**config.mk**
```make
export PLATFORM = sky130hd
export DESIGN_NAME = srb_bank
export DESIGN_NICKNAME = d
export VERILOG_FILES = /design/src/srb_pkg.sv /design/src/srb_bank.sv
export SDC_FILE = /design/constraint.sdc
export NUM_CORES = 1
export LEC_CHECK = 0
export ABC_AREA = 1
export BUFFER_PORTS_ARGS = -buffer_cell sky130_fd_sc_hd__buf_4
export CAP_MARGIN = 20
export CORE_MARGIN = 3
export CORE_UTILIZATION = 50
export DETAILED_ROUTE_END_ITERATION = 16
export HOLD_SLACK_MARGIN = 0.05
export PLACE_DENSITY = 0.74
export SYNTH_ARGS = -nofsm -noshare
export SYNTH_HDL_FRONTEND = slang
export SYNTH_SLANG_ARGS = --single-unit
```
**constraint.sdc**
```tcl
create_clock -name i_clk_sys -period 2.5 [get_ports i_clk_sys]
set_clock_uncertainty 0.15 [all_clocks]
set_input_delay 0.25 -clock i_clk_sys [delete_from_list [all_inputs] [get_ports i_clk_sys]]
set_output_delay 0.25 -clock i_clk_sys [all_outputs]
set_load 0.03 [all_outputs]
```
**src/srb_pkg.sv**
```systemverilog
// Package for the status readback register bank.
// Assumes a 16-bit register address space, 8-bit data, one system clock.
package srb_pkg;

  // ----------------------------------------------------------------------
  // Register offsets
  // ----------------------------------------------------------------------
  localparam logic [15:0] ADDR_UPDATE = 16'h000F;
  localparam logic [15:0] ADDR_LOOP0_BASE = 16'h0A20;
  localparam logic [15:0] LOOP2_OFFSET = 16'h0040;
  localparam logic [15:0] LOOP3_OFFSET = 16'h0060;
  localparam logic [15:0] ADDR_TRIM_LOW = 16'h0B00;
  localparam logic [15:0] ADDR_TRIM_HIGH = 16'h0B01;
  localparam logic [15:0] ADDR_STAT_FIRST = 16'h0D00;
  localparam logic [15:0] ADDR_STAT_LAST = 16'h0D05;
  localparam logic [15:0] ADDR_MEM_STATUS = 16'h0D00;
  localparam logic [15:0] ADDR_CLK_STATUS = 16'h0D01;
  localparam logic [15:0] ADDR_IRQ_STATUS = 16'h0E00;
  localparam logic [15:0] ADDR_IRQ_MASK = 16'h0E01;
  localparam logic [2:0] CTRL_REG_COUNT = 3'h5;

  // ----------------------------------------------------------------------
  // Field values
  // ----------------------------------------------------------------------
  localparam logic [7:0] UPDATE_VALUE = 8'h01;
  localparam logic [7:0] TRIM_LOW_RESET = 8'h00;
  localparam logic [1:0] TRIM_HIGH_RESET = 2'h0;
  localparam logic [7:0] CTRL_RESET = 8'h00;
  localparam int MEM_CRC_BIT = 3;
  localparam int MEM_FAULT_BIT = 2;
  localparam int MEM_DOWNLOAD_BIT = 1;
  localparam int MEM_UPLOAD_BIT = 0;
  localparam int CLK_LOCKED_BASE = 4;
  localparam int CLK_CAL_BIT = 2;
  localparam int CLK_STABLE_BIT = 1;
  localparam int CLK_LOCK_BIT = 0;
  // Interrupt event bits: crc, fault, loss of system clock lock.
  localparam int IRQ_CRC_BIT = 0;
  localparam int IRQ_FAULT_BIT = 1;
  localparam int IRQ_UNLOCK_BIT = 2;
  localparam logic [2:0] IRQ_MASK_RESET = 3'h0;

endpackage : srb_pkg

```
**src/srb_bank.sv**
```systemverilog
// Status readback register bank with mirrored loop controls and trim.
// Assumes status inputs already sit in the system clock domain.
module srb_bank
  import srb_pkg::*;
(
  input wire logic i_clk_sys,
  input wire logic i_rst,
  input wire logic [15:0] i_addr,
  input wire logic [7:0] i_wdata,
  input wire logic i_wr,
  input wire logic i_rd,
  input wire logic i_mem_crc_err,
  input wire logic i_mem_err,
  input wire logic i_mem_download,
  input wire logic i_mem_upload,
  input wire logic i_system_clock_lock,
  input wire logic i_system_clock_cal,
  input wire logic i_system_clock_stable,
  input wire logic [3:0] i_analog_loop_lock,
  input wire logic [3:0] i_digital_loop_lock,
  output logic [7:0] o_rdata,
  output logic [9:0] o_regulator_trim,
  output logic [7:0] o_loop2_ctrl [5],
  output logic [7:0] o_loop3_ctrl [5],
  output logic o_irq
);

  // ----------------------------------------------------------------------
  // Decode
  // ----------------------------------------------------------------------
  logic loop2_hit;
  logic loop3_hit;
  logic [7:0] loop2_sel;
  logic [7:0] loop3_sel;
  logic update_stb;

  assign update_stb = i_wr && i_addr == ADDR_UPDATE
                      && i_wdata == UPDATE_VALUE;

  // ----------------------------------------------------------------------
  // Mirrored loop controls
  // ----------------------------------------------------------------------
  // Only storage is kept here; the loop logic interprets the bits, so a
  // self-clearing control bit reads back as written until rewritten.
  srb_ctrl_copy #(
    .BASE(16'(ADDR_LOOP0_BASE + LOOP2_OFFSET))
  )
  srb_ctrl_copy_loop2 (
    .i_clk_sys(i_clk_sys),
    .i_rst(i_rst),
    .i_addr(i_addr),
    .i_wdata(i_wdata),
    .i_wr(i_wr),
    .o_hit(loop2_hit),
    .o_sel(loop2_sel),
    .o_ctrl(o_loop2_ctrl)
  );

  srb_ctrl_copy #(
    .BASE(16'(ADDR_LOOP0_BASE + LOOP3_OFFSET))
  )
  srb_ctrl_copy_loop3 (
    .i_clk_sys(i_clk_sys),
    .i_rst(i_rst),
    .i_addr(i_addr),
    .i_wdata(i_wdata),
    .i_wr(i_wr),
    .o_hit(loop3_hit),
    .o_sel(loop3_sel),
    .o_ctrl(o_loop3_ctrl)
  );

  // ----------------------------------------------------------------------
  // Regulator trim
  // ----------------------------------------------------------------------
  // Mixed values are stored as written; software owns their validity.
  logic [7:0] trim_low_q;
  logic [1:0] trim_high_q;

  always_ff @(posedge i_clk_sys)
  begin
    if (i_rst)
    begin
      trim_low_q <= TRIM_LOW_RESET;
    end
    else if (i_wr && i_addr == ADDR_TRIM_LOW)
    begin
      trim_low_q <= i_wdata;
    end
  end

  // Bits 7:2 of the high register are reserved: not stored, read as zero.
  always_ff @(posedge i_clk_sys)
  begin
    if (i_rst)
    begin
      trim_high_q <= TRIM_HIGH_RESET;
    end
    else if (i_wr && i_addr == ADDR_TRIM_HIGH)
    begin
      trim_high_q <= i_wdata[1:0];
    end
  end

  assign o_regulator_trim = {trim_high_q, trim_low_q};

  // ----------------------------------------------------------------------
  // Status snapshot
  // ----------------------------------------------------------------------
  // Status is sampled only on the update strobe, so a read shows the state
  // at the last strobe, not the live inputs.
  logic [7:0] mem_live;
  logic [7:0] clk_live;
  logic [7:0] mem_stat_q;
  logic [7:0] clk_stat_q;

  always_comb
  begin
    mem_live = 8'h00;
    mem_live[MEM_CRC_BIT] = i_mem_crc_err;
    mem_live[MEM_FAULT_BIT] = i_mem_err | i_mem_crc_err;
    mem_live[MEM_DOWNLOAD_BIT] = i_mem_download;
    mem_live[MEM_UPLOAD_BIT] = i_mem_upload;
  end

  always_comb
  begin
    clk_live = 8'h00;
    for (int n = 0; n < 4; n++)
    begin
      clk_live[CLK_LOCKED_BASE + n] = i_system_clock_lock
        & i_analog_loop_lock[n] & i_digital_loop_lock[n];
    end
    clk_live[CLK_CAL_BIT] = i_system_clock_cal;
    clk_live[CLK_STABLE_BIT] = i_system_clock_stable;
    clk_live[CLK_LOCK_BIT] = i_system_clock_lock;
  end

  always_ff @(posedge i_clk_sys)
  begin
    if (i_rst)
    begin
      mem_stat_q <= 8'h00;
    end
    else if (update_stb)
    begin
      mem_stat_q <= mem_live;
    end
  end

  always_ff @(posedge i_clk_sys)
  begin
    if (i_rst)
    begin
      clk_stat_q <= 8'h00;
    end
    else if (update_stb)
    begin
      clk_stat_q <= clk_live;
    end
  end

  // ----------------------------------------------------------------------
  // Interrupts
  // ----------------------------------------------------------------------
  logic [2:0] irq_stat_q;
  logic [2:0] irq_mask_q;
  // Event sources: memory checksum error, the memory error input alone, and a fall
  // of the system clock lock.
  logic [2:0] irq_evt;
  logic [2:0] irq_clr;
  logic lock_prev_q;

  // The previous lock level resets low, so a lock that is already low
  // when reset ends raises no false unlock event.

  always_ff @(posedge i_clk_sys)
  begin
    if (i_rst)
    begin
      lock_prev_q <= 1'b0;
    end
    else
    begin
      lock_prev_q <= i_system_clock_lock;
    end
  end

  always_comb
  begin
    irq_evt = 3'h0;
    irq_evt[IRQ_CRC_BIT] = i_mem_crc_err;
    irq_evt[IRQ_FAULT_BIT] = i_mem_err;
    irq_evt[IRQ_UNLOCK_BIT] = lock_prev_q & ~i_system_clock_lock;
  end

  // Writing a one to a status bit clears that bit only.
  assign irq_clr = (i_wr && i_addr == ADDR_IRQ_STATUS) ? i_wdata[2:0]
                                                        : 3'h0;

  for (genvar b = 0; b < $bits(irq_evt); b++)
  begin : g_irq
    srb_sticky srb_sticky_bit (
      .i_clk_sys(i_clk_sys),
      .i_rst(i_rst),
      .i_set(irq_evt[b]),
      .i_clear(irq_clr[b]),
      .o_flag(irq_stat_q[b])
    );
  end

  always_ff @(posedge i_clk_sys)
  begin
    if (i_rst)
    begin
      irq_mask_q <= IRQ_MASK_RESET;
    end
    else if (i_wr && i_addr == ADDR_IRQ_MASK)
    begin
      irq_mask_q <= i_wdata[2:0];
    end
  end

  assign o_irq = |(irq_stat_q & irq_mask_q);

  // ----------------------------------------------------------------------
  // Read port
  // ----------------------------------------------------------------------
  // Writes to the status range match no storage, hence are ignored.
  logic [7:0] rd_d;

  always_comb
  begin
    rd_d = 8'h00;
    if (loop2_hit)
    begin
      rd_d = loop2_sel;
    end
    else if (loop3_hit)
    begin
      rd_d = loop3_sel;
    end
    else
    begin
      unique case (i_addr)
        ADDR_TRIM_LOW: rd_d = trim_low_q;
        ADDR_TRIM_HIGH: rd_d = {6'h00, trim_high_q};
        ADDR_MEM_STATUS: rd_d = mem_stat_q;
        ADDR_CLK_STATUS: rd_d = clk_stat_q;
        ADDR_IRQ_STATUS: rd_d = {5'h00, irq_stat_q};
        ADDR_IRQ_MASK: rd_d = {5'h00, irq_mask_q};
        default: rd_d = 8'h00;
      endcase
    end
  end

  always_ff @(posedge i_clk_sys)
  begin
    if (i_rst)
    begin
      o_rdata <= 8'h00;
    end
    else if (i_rd)
    begin
      o_rdata <= rd_d;
    end
    else
    begin
      o_rdata <= 8'h00;
    end
  end

endmodule // srb_bank

// ----------------------------------------------------------------------
// Loop channel control copy
// ----------------------------------------------------------------------
// Every loop channel has the same run of control bytes at its own base,
// so one copy of this module serves each mirrored channel and they can
// never drift apart in layout or reset value.
module srb_ctrl_copy
  import srb_pkg::*;
#(
  parameter logic [15:0] BASE = ADDR_LOOP0_BASE
)
(
  input wire logic i_clk_sys,
  input wire logic i_rst,
  input wire logic [15:0] i_addr,
  input wire logic [7:0] i_wdata,
  input wire logic i_wr,
  output logic o_hit,
  output logic [7:0] o_sel,
  output logic [7:0] o_ctrl [CTRL_REG_COUNT]
);

  logic [15:0] rel;
  logic [2:0] idx;
  logic [7:0] ctrl_q [CTRL_REG_COUNT];

  // The offset is taken by subtraction, so addresses below the base wrap
  // to large values and can never hit.
  assign rel = i_addr - BASE;
  assign o_hit = rel < {13'h0000, CTRL_REG_COUNT};
  assign idx = rel[2:0];

  always_ff @(posedge i_clk_sys)
  begin
    if (i_rst)
    begin
      for (int k = 0; k < CTRL_REG_COUNT; k++)
      begin
        ctrl_q[k] <= CTRL_RESET;
      end
    end
    else if (i_wr && o_hit)
    begin
      ctrl_q[idx] <= i_wdata;
    end
  end

  assign o_sel = o_hit ? ctrl_q[idx] : 8'h00;
  assign o_ctrl = ctrl_q;

endmodule // srb_ctrl_copy

// ----------------------------------------------------------------------
// Sticky event flag
// ----------------------------------------------------------------------
module srb_sticky
  import srb_pkg::*;
(
  input wire logic i_clk_sys,
  input wire logic i_rst,
  input wire logic i_set,
  input wire logic i_clear,
  output logic o_flag
);

  // A set in the clearing cycle wins, so an event is never lost.
  // A level source sets the flag again each cycle until it goes away.
  always_ff @(posedge i_clk_sys)
  begin
    if (i_rst)
    begin
      o_flag <= 1'b0;
    end
    else if (i_set)
    begin
      o_flag <= 1'b1;
    end
    else if (i_clear)
    begin
      o_flag <= 1'b0;
    end
  end

endmodule // srb_sticky

```
==> results.md, run 1 <==
* Inserted Clock Buffers at 17
* IO Count at 142
* Die area at 14,650 sq um
* CP Capture Type: flop
* Peak VDD IR at 457.9 uV
* Final Setup Violations at 0
* CTS clk-pin slew, worst paths at 50 ps
* Post-DP HPWL at 15.29 mm
* GRT Util Overall at 30.68%
* Port Buffers at 141
* Cell Pwr Density at 544.2 nW/um^2
* Max_cap viols at 0
* Final Util at 69.47%
* Hold Path Stages at 5
* Largest net degree at the start of global routing at 88
* Final critical-path required period at 2433 ps
* Clock tree sinks at 116
* Routed wl met3 at 1.897 mm
* GPL Wtd Cong at 0.9406
* Worst reg2reg setup slack at 900 ps
* Async SR Flop Fraction at 0%
* # nets final at 1,273
* Clk root buf: clkbuf_16
* Seq/Total Area, Yosys at 35.10%
* Number of H-tree levels at 4
* Initial core utilization at 51.80%
* Proportion of layout cells with a drive suffix above 1 at 19.11%
* Antenna Violating Nets Remaining at 0
* Pre-CTS WS at 45.50 ps
* Die Span Y at 121.0 um
* WS Path Type: input pin to flop
* Highest routed layer: met4
* Post-synth EDFFs at 0
* # rows at 41
* Post-DR wirelength/cell at 15.84 um
* Diodes inserted at 0
* CP Data Arrival Time at 2640 ps
* Drt first-iter violations at 869
* FF-to-FF path depth at 8
* Final worst setup slack at 66.97 ps
* Startpoint Class: input pin
* First-pass GRT wire length at 35.40 mm
* Longest Clk Path Bufs at 2
* DP Cell Count at 1,350
* WL final at 22.36 mm
* Syn Inst Count at 1,064
* Clk_lat worst skew at 420 ps
* Most frequent CP cell: dlygate4sd3_1
* Max incr delay on CP at 570 ps
* Leak at 4.085 nW
* # DRC at 0
* Via count at 7,660
* Worst slew margin at 63.49%
* Syn Area/Cell at 6.218 sq um
* Core ar. at 12,770 sq um
* Non-Filler Instances at 1,412
* CP cell instances: dlygate4sd3_1, buf_4, inv_1, nand4_1, nor4_1, nand3_2, nor2_4, nand3_1, dlygate4sd3_1, a21oi_1
* Fmax at 411.0 MHz
* Post-synth net total at 1,110
* Metal-1 WL at 9.510 mm
* Initial antenna violation count at 0
* Die Wd at 121.0 um
* Top cell type by total area after synthesis: dfxtp_1
* Vias per cell at 5.425
* Synth Register Bits at 116
* Status: finished clean
* Total gr overflow at 0
* Area Overhead vs Synth at 34.11%
* Total Power at 4.829 mW
* CTS tree: built
* Final hold violations at 0
* Met2 wire len at 10.16 mm
* CP max stage cell: dlygate4sd3_1
* Slew Limit Fails at 0
* YS warnings at 0
* Critical path required time at 2710 ps
* Synth Cell Area at 6616 sq um
* Total negative slack at 0 ps
* Largest cells by area after synthesis: dfxtp_1 35%, nand2_1 16%, nor2_1 9.4%
* Number of global-route vias before repair at 6,879
* Synth cell types at 33
* Worst Tran Pin Value at 547.0 ps
* 1st-pass router iterations at 7
* Hold endpoint: o_rdata[4]
* Crit path max fanout at 5
* Top FF cell, synth: dfxtp_1
* Worst r2r dst: o_rdata[6]
* Hold path start: i_rd
* Synth top area share at 35.10%
* Tcrit/Tclk final at 97.32%
* Hold crit path type: input pin to flop
* Reg2reg start: srb_ctrl_copy_loop3.o_ctrl[38]
==> synthesized netlist by cell type (5+ instances only) <==
library cell    n
nand3_1        59
dfxtp_1       116
nor2_1        166
inv_1         142
clkbuf_1       23
buf_1          20
a21oi_1        44
nor2_4          5
nor3_1          7
buf_2           8
nand3_4         6
nand2_1       285
o21ai_0        44
nand4_1        92
nor2_2          9
inv_2           6
==> what timing repair did <==
action                                  4_1_cts  5_1_grt
hold buffers                                 28        0
endpoints found under the setup margin        0        4
resized for setup                             0        4
buffers inserted                              0        2
endpoints found under the hold margin        25        0
==> worst max-delay path, delay by kind of cell <==
family	cells	cell delay [ps]
buffers and inverters	4	1350
and+or+nand+nor	5	920
AOI/OAI and AO/OA	1	120
==> cell usage in the layout (no fill, tap or decap), types with 2 or more instances in the layout <==
cell,count
nand2_1,285
dlygate4sd3_1,28
o2111a_1,2
nor2_4,6
nand3_4,6
ha_1,3
dfxtp_1,116
inv_2,7
clkbuf_8,4
nand4_1,92
nand3_2,3
o21ai_0,44
clkbuf_1,2
nor2_1,165
nor4_1,3
bufinv_16,3
clkbuf_16,17
inv_1,142
nor3_1,6
buf_4,165
clkinv_2,4
buf_12,7
nand3_1,58
o211ai_1,2
o22ai_1,4
a22oi_1,2
clkinvlp_4,2
a21oi_1,44
nor2_2,9
==> cell families after synthesis <==
kind of cell,after synthesis,synth area share [%]
flip-flops,116,35.10
buffers and inverters,205,12.29
AND/OR/NAND/NOR,638,43.76
adder cells (fa/ha/maj),3,0.5674
AO/OA/AOI/OAI,102,8.283
==> state kept, by name, summed over array words and instances (netlist names) <==
name                         flops
srb_ctrl_copy_loop2.o_ctrl      40
lock_prev_q                      1
g_irq.srb_sticky_bit.o_flag      3
srb_ctrl_copy_loop3.o_ctrl      40
irq_mask_q                       3
mem_stat_q                       4
trim_high_q                      2
o_rdata                          8
trim_low_q                       8
clk_stat_q                       7
==> power by group <==
group | leakage (nW) | switching [mW] | total [mW] | internal [mW]
registers | 0.935 | 0.00249 | 1.86 | 1.85
clock network | 0.299 | 0.858 | 2.52 | 1.66
logic | 2.85 | 0.292 | 0.451 | 0.159
==> worst max-delay path by stage <==
stage / slack, ps / start / cells after the start / end
after floorplan: 450 / i_addr[7] / 14 / srb_ctrl_copy_loop3.o_ctrl[14]
after global placement: 100 / i_addr[8] / 15 / o_rdata[7]
after detailed placement: 50 / i_addr[8] / 15 / o_rdata[7]
after CTS: 6 / i_wdata[3] / 10 / clk_stat_q[5]
after global routing: -40 / i_wdata[1] / 10 / clk_stat_q[7]
final: 70 / i_wdata[2] / 10 / clk_stat_q[7]
==> layer usage <==
| metal | track usage [%] | vias up |
|---|---|---|
| met5 | 0 | - |
| li1 | - | 3744 |
| met2 | 48.18 | 380 |
| met4 | 10.98 | 0 |
| met3 | 7.459 | 63 |
| met1 | 41.06 | 3473 |
==> final cells by class <==
class / instances / area (sq um)
Timing Repair Buffer: 200 / 1659
Inverter: 149 / 559.3
Multi-Input combinational cell: 743 / 3505
Tap cell: 172 / 215.2
Clock inverter: 9 / 125.1
Sequential cell: 116 / 2322
Clock buffer: 23 / 488.0
Fill cell: 1098 / 3900
==> stage by stage <==
step,hold WS [ps],cell area [sq um]
after floorplan,169.1,6616
after global placement,281.9,7946
after detailed placement,287.1,7946
after CTS,91.20,8840
after global routing,124.3,8874
final,90.77,8874
No activity file was read; power rests on OpenSTA's default activity.
==> run 2: changes to the inputs <==
==> constraint.sdc (replaced) <==
create_clock -name i_clk_sys -period 2.5 [get_ports i_clk_sys]
set_clock_uncertainty 0.15 [all_clocks]
set_input_delay 0.375 -clock i_clk_sys [delete_from_list [all_inputs] [get_ports i_clk_sys]]
set_output_delay 0.375 -clock i_clk_sys [all_outputs]
set_load 0.03 [all_outputs]
==> results.md, run 2 (synthesis results as in run 1) <==
* Crit path max fanout at 19 (+14)
* Stages on the worst setup path at 16 (+6)
* Core ar. at 12,770 sq um (unchanged)
* First-pass GRT wire length at 33.91 mm (-4.2%)
* # resized after CTS at 0 (unchanged)
* Startpoint Class: input pin
* FF-to-FF path depth at 6 (-2)
* Final critical-path required period at 2155 ps (-277.9 ps)
* Antenna Violating Nets Remaining at 0 (unchanged)
* Die Wd at 121.0 um (unchanged)
* Final hold violations at 0 (unchanged)
* Switching power total at 1.102 mW (-4.4%)
* Peak VDD IR at 508.6 uV (+11%)
* Post-DP HPWL at 15.40 mm (+0.74%)
* CP bufs+invs at 5 (+1)
* Largest net degree at the start of global routing at 88 (unchanged)
* Clock tree sinks at 116 (unchanged)
* Hold crit path type: input pin to flop
* Placed Area at 8041 sq um (+1.2%)
* Leak at 4.001 nW (-2.1%)
* Total gr overflow at 0 (unchanged)
* IO Count at 142 (unchanged)
* Most common cell after layout, fill and taps aside: nand2_1
* Proportion of layout cells with a drive suffix above 1 at 19.61% (+0.49 points)
* WS Path Type: input pin to flop
* Int Pwr at 3.479 mW (-5.4%)
* Status: finished clean
* Worst Tran Pin Value at 661.5 ps (+114.5 ps)
* Total negative slack at 0 ps (unchanged)
* # rows at 41 (unchanged)
* Die area at 14,650 sq um (unchanged)
* Critical path required time at 2690 ps (-20 ps)
* Final instance area at 8605 sq um (-3.0%)
* Sw Share at 24.06% (+0.19 points)
* CTS tree: built
* 1st-pass router iterations at 6 (-1)
* Initial antenna violation count at 0 (unchanged)
* Number of global-route vias before repair at 6,705 (-2.5%)
* Inserted Clock Buffers at 17 (unchanged)
* # DRC at 0 (unchanged)
* Max_cap viols at 0 (unchanged)
* Port Buffers at 141 (unchanged)
* CP cell instances: buf_4, inv_1, ha_1, inv_1, nand2_1, nand2_1, nand2_1, nand3_1, nand2_1, nand3_2, nor2_8, buf_12, nand3_4, nand2_1, inv_1, nor2_1
* Die Span Y at 121.0 um (unchanged)
* Area Overhead vs Synth at 30.05%
* Top cell family by delay on the critical path: simple AND/OR/NAND/NOR gates
* Total Power at 4.581 mW (-5.1%)
* GRT Util Overall at 29.36% (-1.3 points)
* DP Cell Count at 1,361 (+0.81%)
* Non-Filler Instances at 1,391 (-1.5%)
* CTS clk-pin slew, worst paths at 50 ps (about the same)
* Longest Clk Path Bufs at 2 (unchanged)
* Comb pwr share at 9.4% (about the same)
* Drt first-iter violations at 795 (-8.5%)
* Post-DR wirelength/cell at 15.71 um (-0.78%)
* CP max stage cell: ha_1
* Number of H-tree levels at 4 (unchanged)
* Slew Limit Fails at 0 (unchanged)
* # nets final at 1,255 (-1.4%)
* Cell Pwr Density at 532.4 nW/um^2 (-2.2%)
* Hold Path Stages at 3 (-2)
* Commonest non-fill, non-tap cells in the layout: 285 x nand2_1, 173 x buf_4, 166 x nor2_1
* Worst slew margin at 55.83% (-7.7 points)
* Via count at 7,465 (-2.5%)
* RSZ-0062 raised after global routing: false
* Clock network power share at 50.0% (-2.2 points)
* Diodes inserted at 0 (unchanged)
* Most frequent CP cell: nand2_1
* GPL Wtd Cong at 0.9173 (-2.5%)
* Max incr delay on CP at 220 ps (-350 ps)
* Final Hold Slack at 85.41 ps (-5.367 ps)
* Vias per cell at 5.367 (-1.1%)
* CP Capture Type: flop
* Tcrit/Tclk final at 86.21% (-11 points)
* Clk_lat worst skew at 410 ps (about the same)
* Seq pwr share at 40.5% (+2.0 points)
* WL final at 21.86 mm (-2.3%)
* CP Data Arrival Time at 2340 ps (-300 ps)
* Initial core utilization at 51.80% (unchanged)
* Fmax at 464.0 MHz (+13%)
* Fillers at 1,205 (+9.7%)
* Clk root buf: clkbuf_16
* Final Setup Violations at 0 (unchanged)
run 2: timing repair:
action / 4_1_cts / 5_1_grt
hold endpoints to repair: 1 / 0
buffers inserted: 0 / 0
hold buffers: 1 / 0
run 2: layout make-up:
type | instances | area [sq um] | area share, %
clock buffers | 25 | 505.5 | 5.875
repair buffers | 182 | 1469 | 17.07
multi-input cells | 743 | 3486 | 40.51
well taps | 172 | 215.2 | 2.501
flip-flops and latches | 116 | 2322 | 26.99
clock inverters | 4 | 47.55 | 0.5526
inverters | 149 | 559.3 | 6.500
run 2: through the flow:
stage               utilization, %  worst slack (ps)
floorplan                        -             324.3
global placement             62.95             26.16
detailed placement           62.95            -8.452
CTS                          67.36             380.9
global route                 67.36             71.25
finish                       67.36             344.9
run 2: path summary, 6_finish.rpt:
kind	to	slack [ps]	startpoint
max	srb_ctrl_copy_loop3.o_ctrl[33]	340	i_addr[8]
min	lock_prev_q	90	i_system_clock_lock
max reg2reg	o_rdata[6]	940	srb_ctrl_copy_loop3.o_ctrl[30]
min reg2reg	g_irq[2].srb_sticky_bit.o_flag	300	lock_prev_q
run 2: tightest hold or removal path, cell delays in order:
cell    delay, ps
buf_4          80
inv_1          60
nor2_1         90
run 2: layer usage:
layer | vias to the layer above | global-route usage [%] | wire [um]
li1 | 3706 | - | -
met1 | 3377 | 39.72 | 9398
met2 | 341 | 47.17 | 10150
met3 | 41 | 4.848 | 1856
met4 | 0 | 10.76 | 455
met5 | - | 0 | 0
run 2: power groups by stage:
| stage | Combinational [mW] | Sequential (mW) | Clock [mW] |
|---|---|---|---|
| 6_report | 0.433 | 1.86 | 2.29 |
| 5_1_grt | 0.470 | 1.86 | 2.39 |
| 4_1_cts | 0.423 | 1.86 | 2.31 |
| 3_5_place_dp | 0.418 | 1.90 | 0 |
| 3_3_place_gp | 0.416 | 1.90 | 0 |
| 2_1_floorplan | 0.238 | 1.90 | 0 |
